--- config.mk ---
export PLATFORM = sky130hd
export DESIGN_NAME = upr_clock_top
export DESIGN_NICKNAME = d
export VERILOG_FILES = /design/src/rtl/upr_pkg.sv /design/src/rtl/upr_clock_top.sv /design/src/rtl/upr_osc_unlock.sv /design/src/rtl/upr_ref_div.sv
export SDC_FILE = /design/constraint.sdc
export NUM_CORES = 1
export LEC_CHECK = 0
export BUFFER_PORTS_ARGS = -buffer_cell sky130_fd_sc_hd__buf_2
export CORE_MARGIN = 2
export CORE_UTILIZATION = 45
export CTS_CLUSTER_DIAMETER = 150
export DETAILED_ROUTE_END_ITERATION = 8
export GPL_TIMING_DRIVEN = 1
export MAX_ROUTING_LAYER = met4
export PLACE_DENSITY_LB_ADDON = 0.2
export SLEW_MARGIN = 20
export SYNTH_ARGS = -nofsm -noshare
export SYNTH_HDL_FRONTEND = slang
export SYNTH_SLANG_ARGS = --single-unit
--- constraint.sdc ---
create_clock -name clk_i -period 4 [get_ports clk_i]
set_input_delay 0.8 -clock clk_i [delete_from_list [all_inputs] [get_ports clk_i]]
set_output_delay 0.8 -clock clk_i [all_outputs]
set_load 0.1 [all_outputs]
--- src/rtl/upr_pkg.sv ---
// package: constants, register map and carriers of the usb pll and reference clock block
// Operation
// software unlocks high byte with 78h, 9Ah
// software sets switch request bit zero
// low byte unlocked by 46h, 57h first
// 48 MHz usb clock while usb enabled
// prescaler makes 4 MHz, feeds 96 MHz pll
// usb branch divides pll by two
// system branch divides by three, then postscaler
// postscaler codes give 32/16/8/4 MHz
// software avoids 8/4 MHz with usb on
// prescaler divisor set by three-bit field
// usb only from primary oscillator with pll
// rc with pll: 4/8 MHz, not usb
// bit 15 drives reference pin when set
// bits 11:8 divide base by power two
// bit 12 picks primary osc, else sysclk
// bit 13 keeps reference running in sleep
// software sets both bits for sleep output
// bit 14, bits 7:0 read zero; reset zero
// half-rate clock output in certain modes
// software switches source only when unlocked
// divider half duty, low while disabled
package upr_pkg;

  // ==========================================================================
  // register map (word aligned byte addresses)
  localparam logic [3:0]  ADDR_OSC_CTRL  = 4'h0;
  localparam logic [3:0]  ADDR_REF_CTRL  = 4'h4;
  localparam logic [3:0]  ADDR_CLK_CFG   = 4'h8;
  localparam logic [3:0]  ADDR_STATUS    = 4'hc;

  // ==========================================================================
  // unlock keys and switch timing
  localparam logic [7:0]  KEY_HI_FIRST   = 8'h78;
  localparam logic [7:0]  KEY_HI_SECOND  = 8'h9a;
  localparam logic [7:0]  KEY_LO_FIRST   = 8'h46;
  localparam logic [7:0]  KEY_LO_SECOND  = 8'h57;
  localparam logic [3:0]  SWITCH_CYCLES  = 4'ha;

  // ==========================================================================
  // oscillator codes
  localparam logic [2:0]  OSC_FRC        = 3'h0;
  localparam logic [2:0]  OSC_FRC_PLL    = 3'h1;
  localparam logic [2:0]  OSC_PRI        = 3'h2;
  localparam logic [2:0]  OSC_PRI_PLL    = 3'h3;
  localparam logic [2:0]  OSC_RESET      = OSC_FRC;

  // ==========================================================================
  // field positions
  localparam int          OSC_CUR_LSB    = 12;
  localparam int          OSC_NEW_LSB    = 8;
  localparam int          REF_EN_BIT     = 15;
  localparam int          REF_SLP_BIT    = 13;
  localparam int          REF_SRC_BIT    = 12;
  localparam int          REF_DIV_LSB    = 8;
  localparam int          CFG_PRE_LSB    = 0;
  localparam int          CFG_POST_LSB   = 4;
  localparam int          CFG_RC_LSB     = 8;
  localparam int          CFG_USB_BIT    = 12;
  localparam int          CFG_HALF_BIT   = 13;
  localparam logic [1:0]  DIV3_LAST      = 2'h2;
  localparam logic [14:0] REF_ONE        = 15'h0001;

  // ==========================================================================
  // carriers
  typedef struct packed {
    logic       out_en;
    logic       run_in_sleep;
    logic       src_primary;
    logic [3:0] divisor_sel;
  } upr_ref_ctrl_t;

  typedef struct packed {
    logic [2:0] cur_osc;
    logic [2:0] new_osc;
    logic       switch_req;
  } upr_osc_state_t;

  typedef enum logic [1:0] {
    KEY_IDLE  = 2'b00,
    KEY_FIRST = 2'b01,
    KEY_OPEN  = 2'b10
  } upr_key_state_t;

  // prescaler divisor minus one per code
  function automatic logic [3:0] upr_pre_last(input logic [2:0] code);
    logic [3:0] r;
    r = 4'h0;
    case (code)
      3'h0: r = 4'h0;
      3'h1: r = 4'h1;
      3'h2: r = 4'h2;
      3'h3: r = 4'h3;
      3'h4: r = 4'h4;
      3'h5: r = 4'h5;
      3'h6: r = 4'h9;
      default: r = 4'hb;
    endcase
    return r;
  endfunction : upr_pre_last

endpackage : upr_pkg

--- src/rtl/upr_clock_top.sv ---
// usb pll branches, reference clock output and wishbone register slave
`timescale 1ns/100ps
`default_nettype none
module upr_clock_top (
  input  wire logic        clk_i,
  input  wire logic        rst_i,
  input  wire logic        wb_cyc_i,
  input  wire logic        wb_stb_i,
  input  wire logic        wb_we_i,
  input  wire logic [3:0]  wb_adr_i,
  input  wire logic [3:0]  wb_sel_i,
  input  wire logic [31:0] wb_dat_i,
  output logic [31:0]      wb_dat_o,
  output logic             wb_ack_o,
  input  wire logic        primary_osc_i,
  input  wire logic        pll_out_i,
  input  wire logic        sleep_i,
  output logic             pll_ref_tick_o,
  output logic             usb_clk_o,
  output logic             sys_tick_o,
  output logic             refclk_output_pin_o,
  output logic             half_rate_clock_output_o
);
  import upr_pkg::*;

  // ==========================================================================
  // bus decode
  logic           req;
  logic           wr;
  logic           wr_osc;
  logic           wr_hi;
  logic           wr_lo;
  logic           wr_other;
  upr_ref_ctrl_t  ref_q;
  logic [2:0]     pre_sel_q;
  logic [1:0]     post_sel_q;
  logic [2:0]     rc_sel_q;
  logic           usb_en_q;
  logic           half_en_q;
  upr_osc_state_t osc;

  assign req      = wb_cyc_i && wb_stb_i && !wb_ack_o;
  assign wr       = req && wb_we_i;
  assign wr_osc   = wr && wb_adr_i == ADDR_OSC_CTRL;
  assign wr_hi    = wr_osc && wb_sel_i[1];
  assign wr_lo    = wr_osc && wb_sel_i[0];
  assign wr_other = wr && !wr_osc;

  always_ff @(posedge clk_i) begin
    if (rst_i) begin
      wb_ack_o <= 1'b0;
    end else begin
      wb_ack_o <= req;
    end
  end

  // ==========================================================================
  // register writes
  always_ff @(posedge clk_i) begin
    if (rst_i) begin
      ref_q <= '0;
    end else if (wr && wb_adr_i == ADDR_REF_CTRL && wb_sel_i[1]) begin
      ref_q.out_en       <= wb_dat_i[REF_EN_BIT];
      ref_q.run_in_sleep <= wb_dat_i[REF_SLP_BIT];
      ref_q.src_primary  <= wb_dat_i[REF_SRC_BIT];
      ref_q.divisor_sel  <= wb_dat_i[REF_DIV_LSB +: 4];
    end
  end

  always_ff @(posedge clk_i) begin
    if (rst_i) begin
      pre_sel_q  <= 3'h0;
      post_sel_q <= 2'h0;
      rc_sel_q   <= 3'h0;
      usb_en_q   <= 1'b0;
      half_en_q  <= 1'b0;
    end else if (wr && wb_adr_i == ADDR_CLK_CFG) begin
      if (wb_sel_i[0]) begin
        pre_sel_q  <= wb_dat_i[CFG_PRE_LSB +: 3];
        post_sel_q <= wb_dat_i[CFG_POST_LSB +: 2];
      end
      if (wb_sel_i[1]) begin
        rc_sel_q  <= wb_dat_i[CFG_RC_LSB +: 3];
        usb_en_q  <= wb_dat_i[CFG_USB_BIT];
        half_en_q <= wb_dat_i[CFG_HALF_BIT];
      end
    end
  end

  upr_osc_unlock u_unlock (
    .clk_i      (clk_i),
    .rst_i      (rst_i),
    .wr_hi_i    (wr_hi),
    .wr_lo_i    (wr_lo),
    .wr_other_i (wr_other),
    .hi_byte_i  (wb_dat_i[15:8]),
    .lo_byte_i  (wb_dat_i[7:0]),
    .state_o    (osc)
  );

  // ==========================================================================
  // register reads; unmapped offsets read zero and are still acknowledged
  logic        usb_ok;
  logic        pll_seen_q;
  logic [31:0] rd;

  always_comb begin
    rd = 32'h0000_0000;
    if (wb_adr_i == ADDR_OSC_CTRL) begin
      rd[OSC_CUR_LSB +: 3] = osc.cur_osc;
      rd[OSC_NEW_LSB +: 3] = osc.new_osc;
      rd[0]                = osc.switch_req;
    end else if (wb_adr_i == ADDR_REF_CTRL) begin
      rd[REF_EN_BIT]         = ref_q.out_en;
      rd[REF_SLP_BIT]        = ref_q.run_in_sleep;
      rd[REF_SRC_BIT]        = ref_q.src_primary;
      rd[REF_DIV_LSB +: 4]   = ref_q.divisor_sel;
    end else if (wb_adr_i == ADDR_CLK_CFG) begin
      rd[CFG_PRE_LSB +: 3]  = pre_sel_q;
      rd[CFG_POST_LSB +: 2] = post_sel_q;
      rd[CFG_RC_LSB +: 3]   = rc_sel_q;
      rd[CFG_USB_BIT]       = usb_en_q;
      rd[CFG_HALF_BIT]      = half_en_q;
    end else if (wb_adr_i == ADDR_STATUS) begin
      rd[0] = usb_ok;
      rd[1] = pll_seen_q;
    end
  end

  always_ff @(posedge clk_i) begin
    if (rst_i) begin
      wb_dat_o <= 32'h0000_0000;
    end else if (req && !wb_we_i) begin
      wb_dat_o <= rd;
    end
  end

  // ==========================================================================
  // pin synchronisers, one generate block per bit
  logic [1:0] pin_in;
  logic [1:0] s1_q;
  logic [1:0] s2_q;
  logic [1:0] s3_q;
  logic [1:0] rise;

  assign pin_in = {pll_out_i, primary_osc_i};

  // stage one is read by stage two alone; stage three only serves edge detect
  for (genvar i = 0; i < 2; i++) begin : g_sync
    always_ff @(posedge clk_i) begin
      if (rst_i) begin
        s1_q[i] <= 1'b0;
        s2_q[i] <= 1'b0;
        s3_q[i] <= 1'b0;
      end else begin
        s1_q[i] <= pin_in[i];
        s2_q[i] <= s1_q[i];
        s3_q[i] <= s2_q[i];
      end
    end
    assign rise[i] = s2_q[i] && !s3_q[i];
  end

  // ==========================================================================
  // pll input prescaler; no frequency sensing, divisor is software's to match
  logic [3:0] pre_cnt_q;

  always_ff @(posedge clk_i) begin
    if (rst_i) begin
      pre_cnt_q      <= 4'h0;
      pll_ref_tick_o <= 1'b0;
    end else begin
      pll_ref_tick_o <= 1'b0;
      if (rise[0]) begin
        if (pre_cnt_q >= upr_pre_last(pre_sel_q)) begin
          pre_cnt_q      <= 4'h0;
          pll_ref_tick_o <= 1'b1;
        end else begin
          pre_cnt_q <= pre_cnt_q + 4'h1;
        end
      end
    end
  end

  always_ff @(posedge clk_i) begin
    if (rst_i) begin
      pll_seen_q <= 1'b0;
    end else if (rise[1]) begin
      pll_seen_q <= 1'b1;
    end
  end

  // ==========================================================================
  // usb branch: only with the primary oscillator through the pll
  assign usb_ok = usb_en_q && osc.cur_osc == OSC_PRI_PLL;

  always_ff @(posedge clk_i) begin
    // low while not allowed, so a source switch can cut a high phase short
    if (rst_i || !usb_ok) begin
      usb_clk_o <= 1'b0;
    end else if (rise[1]) begin
      usb_clk_o <= ~usb_clk_o;
    end
  end

  // ==========================================================================
  // system branch: fixed divide by three then postscaler
  logic [1:0] div3_q;
  logic [2:0] post_q;
  logic [2:0] post_last;

  assign post_last = (3'h1 << post_sel_q) - 3'h1;

  always_ff @(posedge clk_i) begin
    if (rst_i) begin
      div3_q     <= 2'h0;
      post_q     <= 3'h0;
      sys_tick_o <= 1'b0;
    end else begin
      sys_tick_o <= 1'b0;
      if (rise[1]) begin
        if (div3_q == DIV3_LAST) begin
          div3_q <= 2'h0;
          if (post_q >= post_last) begin
            post_q     <= 3'h0;
            sys_tick_o <= 1'b1;
          end else begin
            post_q <= post_q + 3'h1;
          end
        end else begin
          div3_q <= div3_q + 2'h1;
        end
      end
    end
  end

  // ==========================================================================
  // half-rate clock output, only when that mode is enabled
  always_ff @(posedge clk_i) begin
    if (rst_i || !half_en_q) begin
      half_rate_clock_output_o <= 1'b0;
    end else if (sys_tick_o) begin
      half_rate_clock_output_o <= ~half_rate_clock_output_o;
    end
  end

  // ==========================================================================
  // reference output: base from primary osc or system clock
  logic ref_run;
  logic base_tick;
  logic base_lvl;

  assign ref_run   = ref_q.out_en && (!sleep_i || ref_q.run_in_sleep);
  assign base_tick = ref_q.src_primary ? rise[0] : sys_tick_o;
  assign base_lvl  = ref_q.src_primary ? s2_q[0] : sys_tick_o;

  upr_ref_div u_ref_div (
    .clk_i       (clk_i),
    .rst_i       (rst_i),
    .run_i       (ref_run),
    .base_tick_i (base_tick),
    .base_lvl_i  (base_lvl),
    .div_sel_i   (ref_q.divisor_sel),
    .out_o       (refclk_output_pin_o)
  );
endmodule : upr_clock_top
`default_nettype wire

--- src/rtl/upr_osc_unlock.sv ---
// oscillator control: keyed unlock of both bytes and the switch sequence
`timescale 1ns/100ps
`default_nettype none
module upr_osc_unlock (
  input  wire logic                    clk_i,
  input  wire logic                    rst_i,
  input  wire logic                    wr_hi_i,
  input  wire logic                    wr_lo_i,
  input  wire logic                    wr_other_i,
  input  wire logic [7:0]              hi_byte_i,
  input  wire logic [7:0]              lo_byte_i,
  output var upr_pkg::upr_osc_state_t  state_o
);
  import upr_pkg::*;

  upr_key_state_t hi_q;
  upr_key_state_t lo_q;
  logic [2:0]     cur_q;
  logic [2:0]     new_q;
  logic           req_q;
  logic [3:0]     wait_q;
  logic           set_req;

  // ==========================================================================
  // high byte unlock: any write elsewhere breaks the sequence
  always_ff @(posedge clk_i) begin
    if (rst_i || wr_other_i || wr_lo_i) begin
      hi_q <= KEY_IDLE;
    end else if (wr_hi_i) begin
      case (hi_q)
        KEY_IDLE:  hi_q <= (hi_byte_i == KEY_HI_FIRST) ? KEY_FIRST : KEY_IDLE;
        KEY_FIRST: hi_q <= (hi_byte_i == KEY_HI_SECOND) ? KEY_OPEN : KEY_IDLE;
        default:   hi_q <= KEY_IDLE;
      endcase
    end
  end

  always_ff @(posedge clk_i) begin
    if (rst_i) begin
      new_q <= OSC_RESET;
    end else if (wr_hi_i && hi_q == KEY_OPEN) begin
      new_q <= hi_byte_i[2:0];
    end
  end

  // ==========================================================================
  // low byte unlock
  always_ff @(posedge clk_i) begin
    if (rst_i || wr_other_i || wr_hi_i) begin
      lo_q <= KEY_IDLE;
    end else if (wr_lo_i) begin
      case (lo_q)
        KEY_IDLE:  lo_q <= (lo_byte_i == KEY_LO_FIRST) ? KEY_FIRST : KEY_IDLE;
        KEY_FIRST: lo_q <= (lo_byte_i == KEY_LO_SECOND) ? KEY_OPEN : KEY_IDLE;
        default:   lo_q <= KEY_IDLE;
      endcase
    end
  end

  assign set_req = wr_lo_i && lo_q == KEY_OPEN && lo_byte_i[0];

  // ==========================================================================
  // switch: redundant request aborts, else wait then adopt new source
  always_ff @(posedge clk_i) begin
    if (rst_i) begin
      req_q  <= 1'b0;
      wait_q <= 4'h0;
      cur_q  <= OSC_RESET;
    end else if (set_req) begin
      req_q  <= 1'b1;
      wait_q <= 4'h0;
    end else if (req_q) begin
      if (new_q == cur_q) begin
        req_q <= 1'b0;
      end else if (wait_q == SWITCH_CYCLES - 4'h1) begin
        req_q <= 1'b0;
        cur_q <= new_q;
      end else begin
        wait_q <= wait_q + 4'h1;
      end
    end
  end

  assign state_o = '{cur_osc: cur_q, new_osc: new_q, switch_req: req_q};
endmodule : upr_osc_unlock
`default_nettype wire

--- src/rtl/upr_ref_div.sv ---
// reference clock divider: power-of-two divide of a base clock tick
`timescale 1ns/100ps
`default_nettype none
module upr_ref_div (
  input  wire logic        clk_i,
  input  wire logic        rst_i,
  input  wire logic        run_i,
  input  wire logic        base_tick_i,
  input  wire logic        base_lvl_i,
  input  wire logic [3:0]  div_sel_i,
  output logic             out_o
);
  import upr_pkg::*;

  logic [14:0] cnt_q;
  logic [14:0] half_last;

  // half period in base ticks, minus one
  assign half_last = (REF_ONE << (div_sel_i - 4'h1)) - REF_ONE;

  always_ff @(posedge clk_i) begin
    if (rst_i || !run_i) begin
      cnt_q <= 15'h0000;
      out_o <= 1'b0;
    end else if (div_sel_i == 4'h0) begin
      cnt_q <= 15'h0000;
      out_o <= base_lvl_i;
    end else if (base_tick_i) begin
      if (cnt_q >= half_last) begin
        cnt_q <= 15'h0000;
        out_o <= ~out_o;
      end else begin
        cnt_q <= cnt_q + REF_ONE;
      end
    end
  end
endmodule : upr_ref_div
`default_nettype wire

# After elaboration in Yosys (flattened, before gate mapping)
# Index checks and enable logic that the tools add are counted.
word_totals:
  register_bits: 82
  out_inout_bits: 38
  inputBits: 48
  elab_cells: 171
op_classes:
  add_sub_neg: 8
  bitwise: 9
  magnitude_cmp: 3
  mux: 44
  shift: 2
  eq_ne: 21
  reduce_logical: 51
ops:
  columns: ["operator", "count"]
  rows:
  - ["$pmux W4 S7", 1]
  - ["$eq A8 B7 Y1 const B", 3]
  - ["$mux W2", 12]
  - ["$mux W1", 20]
  - ["$logic_and A1 B1 Y1", 18]
  - ["$add A15 B1 Y15 const B", 1]
  - ["$ge A15 B15 Y1", 1]
  - ["$mux W15", 1]
  - ["$mux W3", 5]
  - ["$shl A1 B4 Y15 const A", 1]
  - ["$sub A15 B1 Y15 const B", 1]
  - ["$eq A4 B4 Y1 const B", 3]
  - ["$mux W4", 3]
  - ["$eq A3 B2 Y1 const B", 3]
  - ["$eq A3 B3 Y1 const B", 3]
  - ["$logic_not A1 Y1", 9]
  - ["$not A1 Y1", 9]
  - ["$add A4 B1 Y4 const B", 2]
  - ["$eq A8 B8 Y1 const B", 1]
  - ["$logic_not A4 Y1", 2]
  - ["$pmux W2 S2", 2]
  - ["$reduce_and A2 Y1", 4]
  - ["$logic_or A1 B1 Y1", 7]
  - ["$eq A2 B2 Y1 const B", 3]
  - ["other kinds (18)", 23]

# Depth between registers and ports, before layout
# Gate-level depths: netlist of the first run.
logic_depth:
  ltp_word: 9
  mapped_depth: 16
  mapped_depth_nobuf: 15

# By module
# A second synthesis of the first run with hierarchy kept.
unflattened:
  cells_unflattened: 533
  hier_area_um2: 4724.5
by_module_without_submodules:
  columns: ["module", "area_each_um2", "cells_per_inst", "seq_area_each_um2", "instances"]
  rows:
  - ["upr_clock_top", 2493.6, 275, 1021.0, 1]
  - ["upr_ref_div", 1475.2, 176, 320.3, 1]
  - ["upr_osc_unlock", 755.7, 82, 300.3, 1]

# Worst setup path before layout of the first run
# OpenSTA, ideal clock, no wires.
synth_path:
  kind: "register to register"
  start: "reg ref_q[0] (netlist name)"
  end: "reg u_ref_div.out_o"
  stages_incl_launch_ff: 15
  synth_period_minus_slack_ns: 3.038
  t_arrival_ns: 2.953
  t_required_ns: 3.914
  n_path_buf: 2
  slack_ns: 0.962
  setup_ns: 0.086
  path_cell_list: "dfxtp_1 -> clkbuf_1 -> inv_1 -> or3_1 -> ha_1 -> buf_1 -> nor4_1 -> a21oi_1 -> ha_1 -> nand2_1 -> o21ai_0 -> a21oi_1 -> o22a_1 -> xor2_1 -> a211oi_1"
synth_via:
  elab_chain_cells: 6
synth_rtl:
  columns: ["item", "line", "rtl"]
  rows:
  - ["start, declared", "upr_clock_top.sv:34", "upr_ref_ctrl_t ref_q;"]
  - ["$sub A4 B1 Y4", "upr_ref_div.sv:19", "assign half_last = (REF_ONE << (div_sel_i - 4'h1)) - REF_ONE;"]
  - ["$shl A1 B4 Y15", "upr_ref_div.sv:19", null]
  - ["$sub A15 B1 Y15", "upr_ref_div.sv:19", null]
  - ["$ge A15 B15 Y1", "upr_ref_div.sv:29", "if (cnt_q >= half_last) begin"]
  - ["$reduce_bool A2 Y1 (no line)", null, null]
  - ["$reduce_and A2 Y1 (no line)", null, null]
  - ["end signal, assigned", "upr_ref_div.sv:27", "out_o <= base_lvl_i;"]
  - ["end signal, assigned", "upr_ref_div.sv:31", "out_o <= ~out_o;"]
  - ["end, declared", "upr_ref_div.sv:11", "output logic out_o"]
# Parallel ways exist; a longest one is shown, timed or not.
# A chain may end at the register's enable or synchronous reset.

# Final worst setup path of the first run
layout_path:
  start: "reg ref_q[0] (netlist name)"
  end: "reg u_ref_div.cnt_q[3]"
layout_via:
  elab_chain_cells: 5
layout_rtl:
  columns: ["item", "line", "rtl"]
  rows:
  - ["$sub A4 B1 Y4", "upr_ref_div.sv:19", null]
  - ["$shl A1 B4 Y15", "upr_ref_div.sv:19", null]
  - ["$sub A15 B1 Y15", "upr_ref_div.sv:19", null]
  - ["$ge A15 B15 Y1", "upr_ref_div.sv:29", null]
  - ["$mux W15", "upr_ref_div.sv:29", null]
  - ["end signal, assigned", "upr_ref_div.sv:33", "cnt_q <= cnt_q + REF_ONE;"]
  - ["end, declared", "upr_ref_div.sv:15", "logic [14:0] cnt_q;"]
# Parallel ways exist; a longest one is shown, timed or not.

==> results.sh, run 1 <==
export IMPL_yosysWarnings=0
export IMPL_hpwl_um=7280
export IMPL_grt_pass1_vias=3329
export IMPL_cpMaxStageDelayCell="dfxtp_1"
export IMPL_syn_area_um2=4400
export IMPL_antenna_found_initial=0
export IMPL_critPathTopFamily="simple AND/OR/NAND/NOR gates"
export IMPL_ir_drop_mv=0.154
export IMPL_fin_tns_setup_ns=0
export IMPL_syn_area_per_cell_um2=8.43
export IMPL_rows=36
export IMPL_synth_edf_count=0
export IMPL_dominantRegCellSynth="dfxtp_1"
export IMPL_wirelength_um=9450
export IMPL_skew_ns=0.0121
export IMPL_gp_congestion=0.851
export IMPL_diodes=0
export IMPL_cts_root_buf="clkbuf_8"
export IMPL_io_pins=86
export IMPL_cp_start_kind="flop"
export IMPL_cp_arrival_ns=3.65
export IMPL_syn_inst=522
export IMPL_path_buf_inv=1
export IMPL_ys_async_sr_fraction=0
export IMPL_power_per_cell_area_nw_per_um2=308
export IMPL_setup_worst_path_end_class="flop"
export IMPL_p_comb_frac=0.102
export IMPL_power_frac_seq=0.554
export IMPL_grt_pass1_wl_um=15400
export IMPL_power_share_switching=0.285
export IMPL_vias=3585
export IMPL_p_int_uw=1060
export IMPL_run_status="complete, no violations"
export IMPL_worst_path_max_fanout=13
export IMPL_grt_max_degree=36
export IMPL_cts_resized=0
export IMPL_drc_errors=0
export IMPL_leakage_uw=0.00208
export IMPL_avgViaCountPerCell=5.14
export IMPL_post_route_period_util=0.855
export IMPL_track_usage=0.192
export IMPL_drt_pass1_iter_count=4
export IMPL_nFillCells=1000
export IMPL_synth_area_leaders="dfxtp_1 37%, ha_1 8.0%, nor2_1 7.4%"
export IMPL_portBuffers=48
export IMPL_clock_latency_ns=0.35
export IMPL_cts_buffers=9
export IMPL_cp_required_ns=4.23
export IMPL_fin_crit_ns=3.42
export IMPL_ys_seq_area_frac=0.373
export IMPL_area_growth_pct=9.61
export IMPL_drive_gt1_frac=0.128
export IMPL_dieWidth_um=103
export IMPL_postCtsHoldBufs=0
export IMPL_slew_viol_final=0
export IMPL_initial_core_util=0.457
export IMPL_final_hold_viol_count=0
export IMPL_multiInputGateArea_um2=2560
export IMPL_p_switching_uw=424
export IMPL_finalSetupViolCount=0
export IMPL_seq_area_um2=1640
export IMPL_worstPathCellList="inv_1, or3_1, ha_1, nor3_1, a21oi_1, nor2_1, a21oi_1, ha_1, nand2_1, nor2_1, a21oi_1, o22a_1, nand2_1, nor2_1"
export IMPL_core_um2=9640
export IMPL_synth_commonest_cells="87 x nor2_1, 82 x dfxtp_1, 44 x nand2_1"
export IMPL_yosys_register_bits=82
export IMPL_yosysTopAreaCellShare=0.373
export IMPL_die_area_um2=10600
export IMPL_yosys_area_top_type="dfxtp_1"
export IMPL_p_clk_frac=0.344
export IMPL_synth_most_common_cell="nor2_1"
export IMPL_htree_num_levels=3
export IMPL_cts_tree="done"
export IMPL_clk_path_buf_depth=2
export IMPL_rsz0062_at_grt="no"
export IMPL_clkSlewWorstSetupHoldPaths_ns=0.08
export IMPL_worst_slew_margin_rel=0.551
export IMPL_max_cap_violations=0
export IMPL_fp_dieH_um=103
export IMPL_hold_path_class="flop to flop"
export IMPL_tightest_slew_ns=0.667
export IMPL_netlist_cell_type_count=54
export IMPL_drtIter0Drc=100
export IMPL_antenna_left=0
export IMPL_nNetsFinal=637
export IMPL_wl_per_cell_um=13.6
export IMPL_path_class="flop to flop"
export IMPL_max_freq_ghz=0.293
export IMPL_cpPeakStageDelay_ns=0.54
export IMPL_power_uw=1490
export IMPL_post_cts_setup_buffer_count=0
export IMPL_clock_sinks=82
export IMPL_gr_total_overflow=0
## registers in the layout (all words and copies together), names as in the netlist, 3 cells and up
name and flops:
u_ref_div.cnt_q 15, wb_dat_o 13, ref_q 7, pre_cnt_q 4, u_unlock.wait_q 4, post_q 3, pre_sel_q 3, rc_sel_q 3
u_unlock.cur_q 3, u_unlock.new_q 3
## cell families after synthesis
group | synth area share
fa+ha+maj | 0.0796
simple gates | 0.255
mux | 0.0705
xor+xnor | 0.0557
buf+inv | 0.0611
compound gates | 0.104
other cells | 0.000852
flops | 0.373
## cell type report
cell class / instances / area share
clock buffers: 9 / 0.0257
flip-flops and latches: 82 / 0.340
inverters: 12 / 0.00934
clock inverters: 5 / 0.00700
well taps: 133 / 0.0345
multi-input cells: 406 / 0.530
repair buffers: 50 / 0.0529
## stage by stage
step / worst slack, ns / std cells / util / hold WS [ns] / instance area [µm²]
after CTS: 0.572 / 697 / 0.500 / 0.448 / 4820
after detailed placement: 0.576 / 683 / 0.484 / 0.428 / 4670
after floorplan: 0.962 / 540 / - / 0.414 / 4470
final: 0.582 / 697 / 0.500 / 0.442 / 4820
after global placement: 0.656 / 683 / 0.484 / 0.417 / 4670
after global routing: 0.256 / 697 / 0.500 / 0.466 / 4820
## layer usage
layer,part of all wire,wire length (µm),vias to the layer above,track usage
met2,0.52,4940,50,0.341
met3,0.032,301,11,0.0488
li1,-,-,1833,-
met4,0.0093,88,0,0.0445
met5,0,0,-,-
met1,0.44,4120,1691,0.216
## final timing paths
path,start,to,slack [ns],cells past startpoint
worst max register to register,ref_q[0],u_ref_div.cnt_q[3],0.58,14
worst min register to register,s1_q[1],s2_q[1],0.44,1
worst max-delay path,ref_q[0],u_ref_div.cnt_q[3],0.58,14
worst min-delay path,s1_q[1],s2_q[1],0.44,1
## power groups by stage
stage          combinational, µW  sequential, µW  clock (µW)
2_1_floorplan                129             847           0
3_3_place_gp                 150             843           0
3_5_place_dp                 152             843           0
4_1_cts                      152             824         531
5_1_grt                      161             825         565
6_report                     151             824         512
## placed cells by master, fill, tap and decap left out, drive strengths merged, types with 15 or more instances in the layout
cell type	instances
dfxtp	82
nand2	44
o21ai	19
buf	50
xor2	19
mux2i	31
conb	19
nor2	87
nand3	15
ha	28
a21oi	28
nor3	19
(Power assumes the default switching activity.)
==> run 2, diff against run 1 <==
--- a/config.mk
+++ b/config.mk
@@ -13,6 +13,7 @@
 export GPL_TIMING_DRIVEN = 1
 export MAX_ROUTING_LAYER = met4
 export PLACE_DENSITY_LB_ADDON = 0.2
+export RECOVER_POWER = 100
 export SLEW_MARGIN = 20
 export SYNTH_ARGS = -nofsm -noshare
 export SYNTH_HDL_FRONTEND = slang
==> results.sh, run 2 (synthesis gave the netlist of run 1 again) <==
export IMPL_use_met1=0.216
export IMPL_violations="capacitance limit, slew limit"
export IMPL_grt_use_met3=0.0488
export IMPL_avgViaCountPerCell=5.14
export IMPL_drtIter0Drc=96
export IMPL_initial_core_util=0.457
export IMPL_post_route_period_util=0.854
export IMPL_core_um2=9640
export IMPL_reg2reg_to="u_ref_div.cnt_q[3]"
export IMPL_top_register="u_ref_div.cnt_q"
export IMPL_clock_latency_ns=0.35
export IMPL_drive_gt1_frac=0.0780
export IMPL_rsz0062_at_grt="no"
export IMPL_run_status="complete, but fails checks"
export IMPL_worst_path_max_fanout=13
export IMPL_grt_max_degree=36
export IMPL_portBuffers=48
export IMPL_hold_path_class="flop to flop"
export IMPL_cts_root_buf="clkbuf_8"
export IMPL_ir_drop_mv=0.143
export IMPL_grt_pass1_vias=3329
export IMPL_gr_usage_met2=0.341
export IMPL_cp_start_kind="flop"
export IMPL_max_cap_violations=1
export IMPL_area_growth_pct=8.08
export IMPL_seq_area_um2=1640
export IMPL_leakage_uw=0.00197
export IMPL_final_cell_mix="87 x nor2_1, 82 x dfxtp_1, 44 x nand2_1"
export IMPL_worst_slew_margin_rel=-0.0222
export IMPL_holdPathEnd="s2_q[1]"
export IMPL_cts_buffers=9
export IMPL_clk_path_buf_depth=2
export IMPL_postCtsHoldBufs=0
export IMPL_drc_errors=0
export IMPL_slew_viol_final=36
export IMPL_io_pins=86
export IMPL_gr_total_overflow=0
export IMPL_max_freq_ghz=0.293
export IMPL_dieWidth_um=103
export IMPL_antenna_found_initial=0
export IMPL_cts_resized=0
export IMPL_clock_sinks=82
export IMPL_finalNonFillerCells=697
export IMPL_final_hold_viol_count=0
export IMPL_htree_num_levels=3
export IMPL_rows=36
export IMPL_grt_pass1_wl_um=15400
export IMPL_track_usage=0.192
export IMPL_clkSlewWorstSetupHoldPaths_ns=0.08
export IMPL_cp_required_ns=4.23
export IMPL_tightest_slew_ns=1.53
export IMPL_gp_congestion=0.851
export IMPL_grt_busiest_layer="met2"
export IMPL_cts_tree="done"
export IMPL_wl_per_cell_um=13.6
export IMPL_r2r_slack_ns=0.58
export IMPL_hpwl_um=7280
export IMPL_vias=3580
export IMPL_antenna_left=0
export IMPL_dp_cells=683
export IMPL_reg_top3="u_ref_div.cnt_q x15, wb_dat_o x13, ref_q x7"
export IMPL_multiInputGateArea_um2=2520
export IMPL_rr_startpoint="ref_q[0]"
export IMPL_rr_worst_depth=14
export IMPL_diodes=0
export IMPL_drt_pass1_iter_count=4
export IMPL_layout_commonest_cell="nor2_1"
export IMPL_fp_dieH_um=103
export IMPL_fin_tns_setup_ns=0
export IMPL_power_uw=1490
export IMPL_nFillCells=1020
export IMPL_hp_start="s1_q[1]"
export IMPL_power_per_cell_area_nw_per_um2=312
export IMPL_cp_arrival_ns=3.64
export IMPL_nNetsFinal=637
export IMPL_wirelength_um=9500
export IMPL_path_class="flop to flop"
export IMPL_setup_worst_path_end_class="flop"
export IMPL_fin_util=0.493
export IMPL_skew_ns=0.0103
export IMPL_fin_crit_ns=3.42
export IMPL_post_cts_setup_buffer_count=0
export IMPL_hold_depth=1
export IMPL_largest_reg_flops=15
export IMPL_die_area_um2=10600
export IMPL_finalSetupViolCount=0
## run 2: cell types whose count changed in the layout (fill, tap and decap cells not counted), sizes merged
cell    delta
buf       -24
clkbuf    +24
## run 2: worst max-delay path by stage
stage,from,to,slack [ns],cells after the start
finish,ref_q[0],u_ref_div.cnt_q[3],0.58,14
global route,ref_q[2],u_ref_div.cnt_q[4],0.26,15
CTS,ref_q[0],u_ref_div.cnt_q[4],0.57,14
detailed placement,ref_q[0],u_ref_div.cnt_q[3],0.58,14
global placement,ref_q[0],u_ref_div.cnt_q[14],0.66,14
floorplan,ref_q[0],u_ref_div.out_o,0.96,14
## run 2: worst max-delay path: stages (launching register included)
cell	delay, ns
dfxtp_1	0.54
inv_1	0.16
or3_1	0.44
ha_1	0.35
nor3_1	0.22
a21oi_1	0.06
nor2_1	0.10
a21oi_1	0.07
ha_1	0.32
nand2_1	0.05
nor2_1	0.18
a21oi_1	0.13
o22a_1	0.24
nand2_1	0.32
nor2_1	0.11
## run 2: report_power, final
group	total, µW	internal (µW)	switching [µW]
Clock	513	217	296
Combinational	149	23.8	125
Sequential	824	821	3.33
## run 2: per-stage QoR
stage,hold WS (ns),setup slack [ns],instance area [µm²]
CTS,0.448,0.572,4820
global placement,0.417,0.656,4670
floorplan,0.414,0.962,4470
global route,0.466,0.256,4760
detailed placement,0.428,0.576,4670
finish,0.443,0.583,4760
## run 2: layout make-up
cell class,instances,area share
clock inverters,5,0.00710
well taps,133,0.0350
multi-input cells,406,0.530
flip-flops and latches,82,0.345
inverters,12,0.00947
repair buffers,50,0.0468
clock buffers,9,0.0260
## run 2: routing by layer
metal | vias up | routed length, µm
li1 | 1838 | -
met1 | 1680 | 4170
met2 | 54 | 4910
met3 | 8 | 339
met4 | 0 | 78
met5 | - | 0
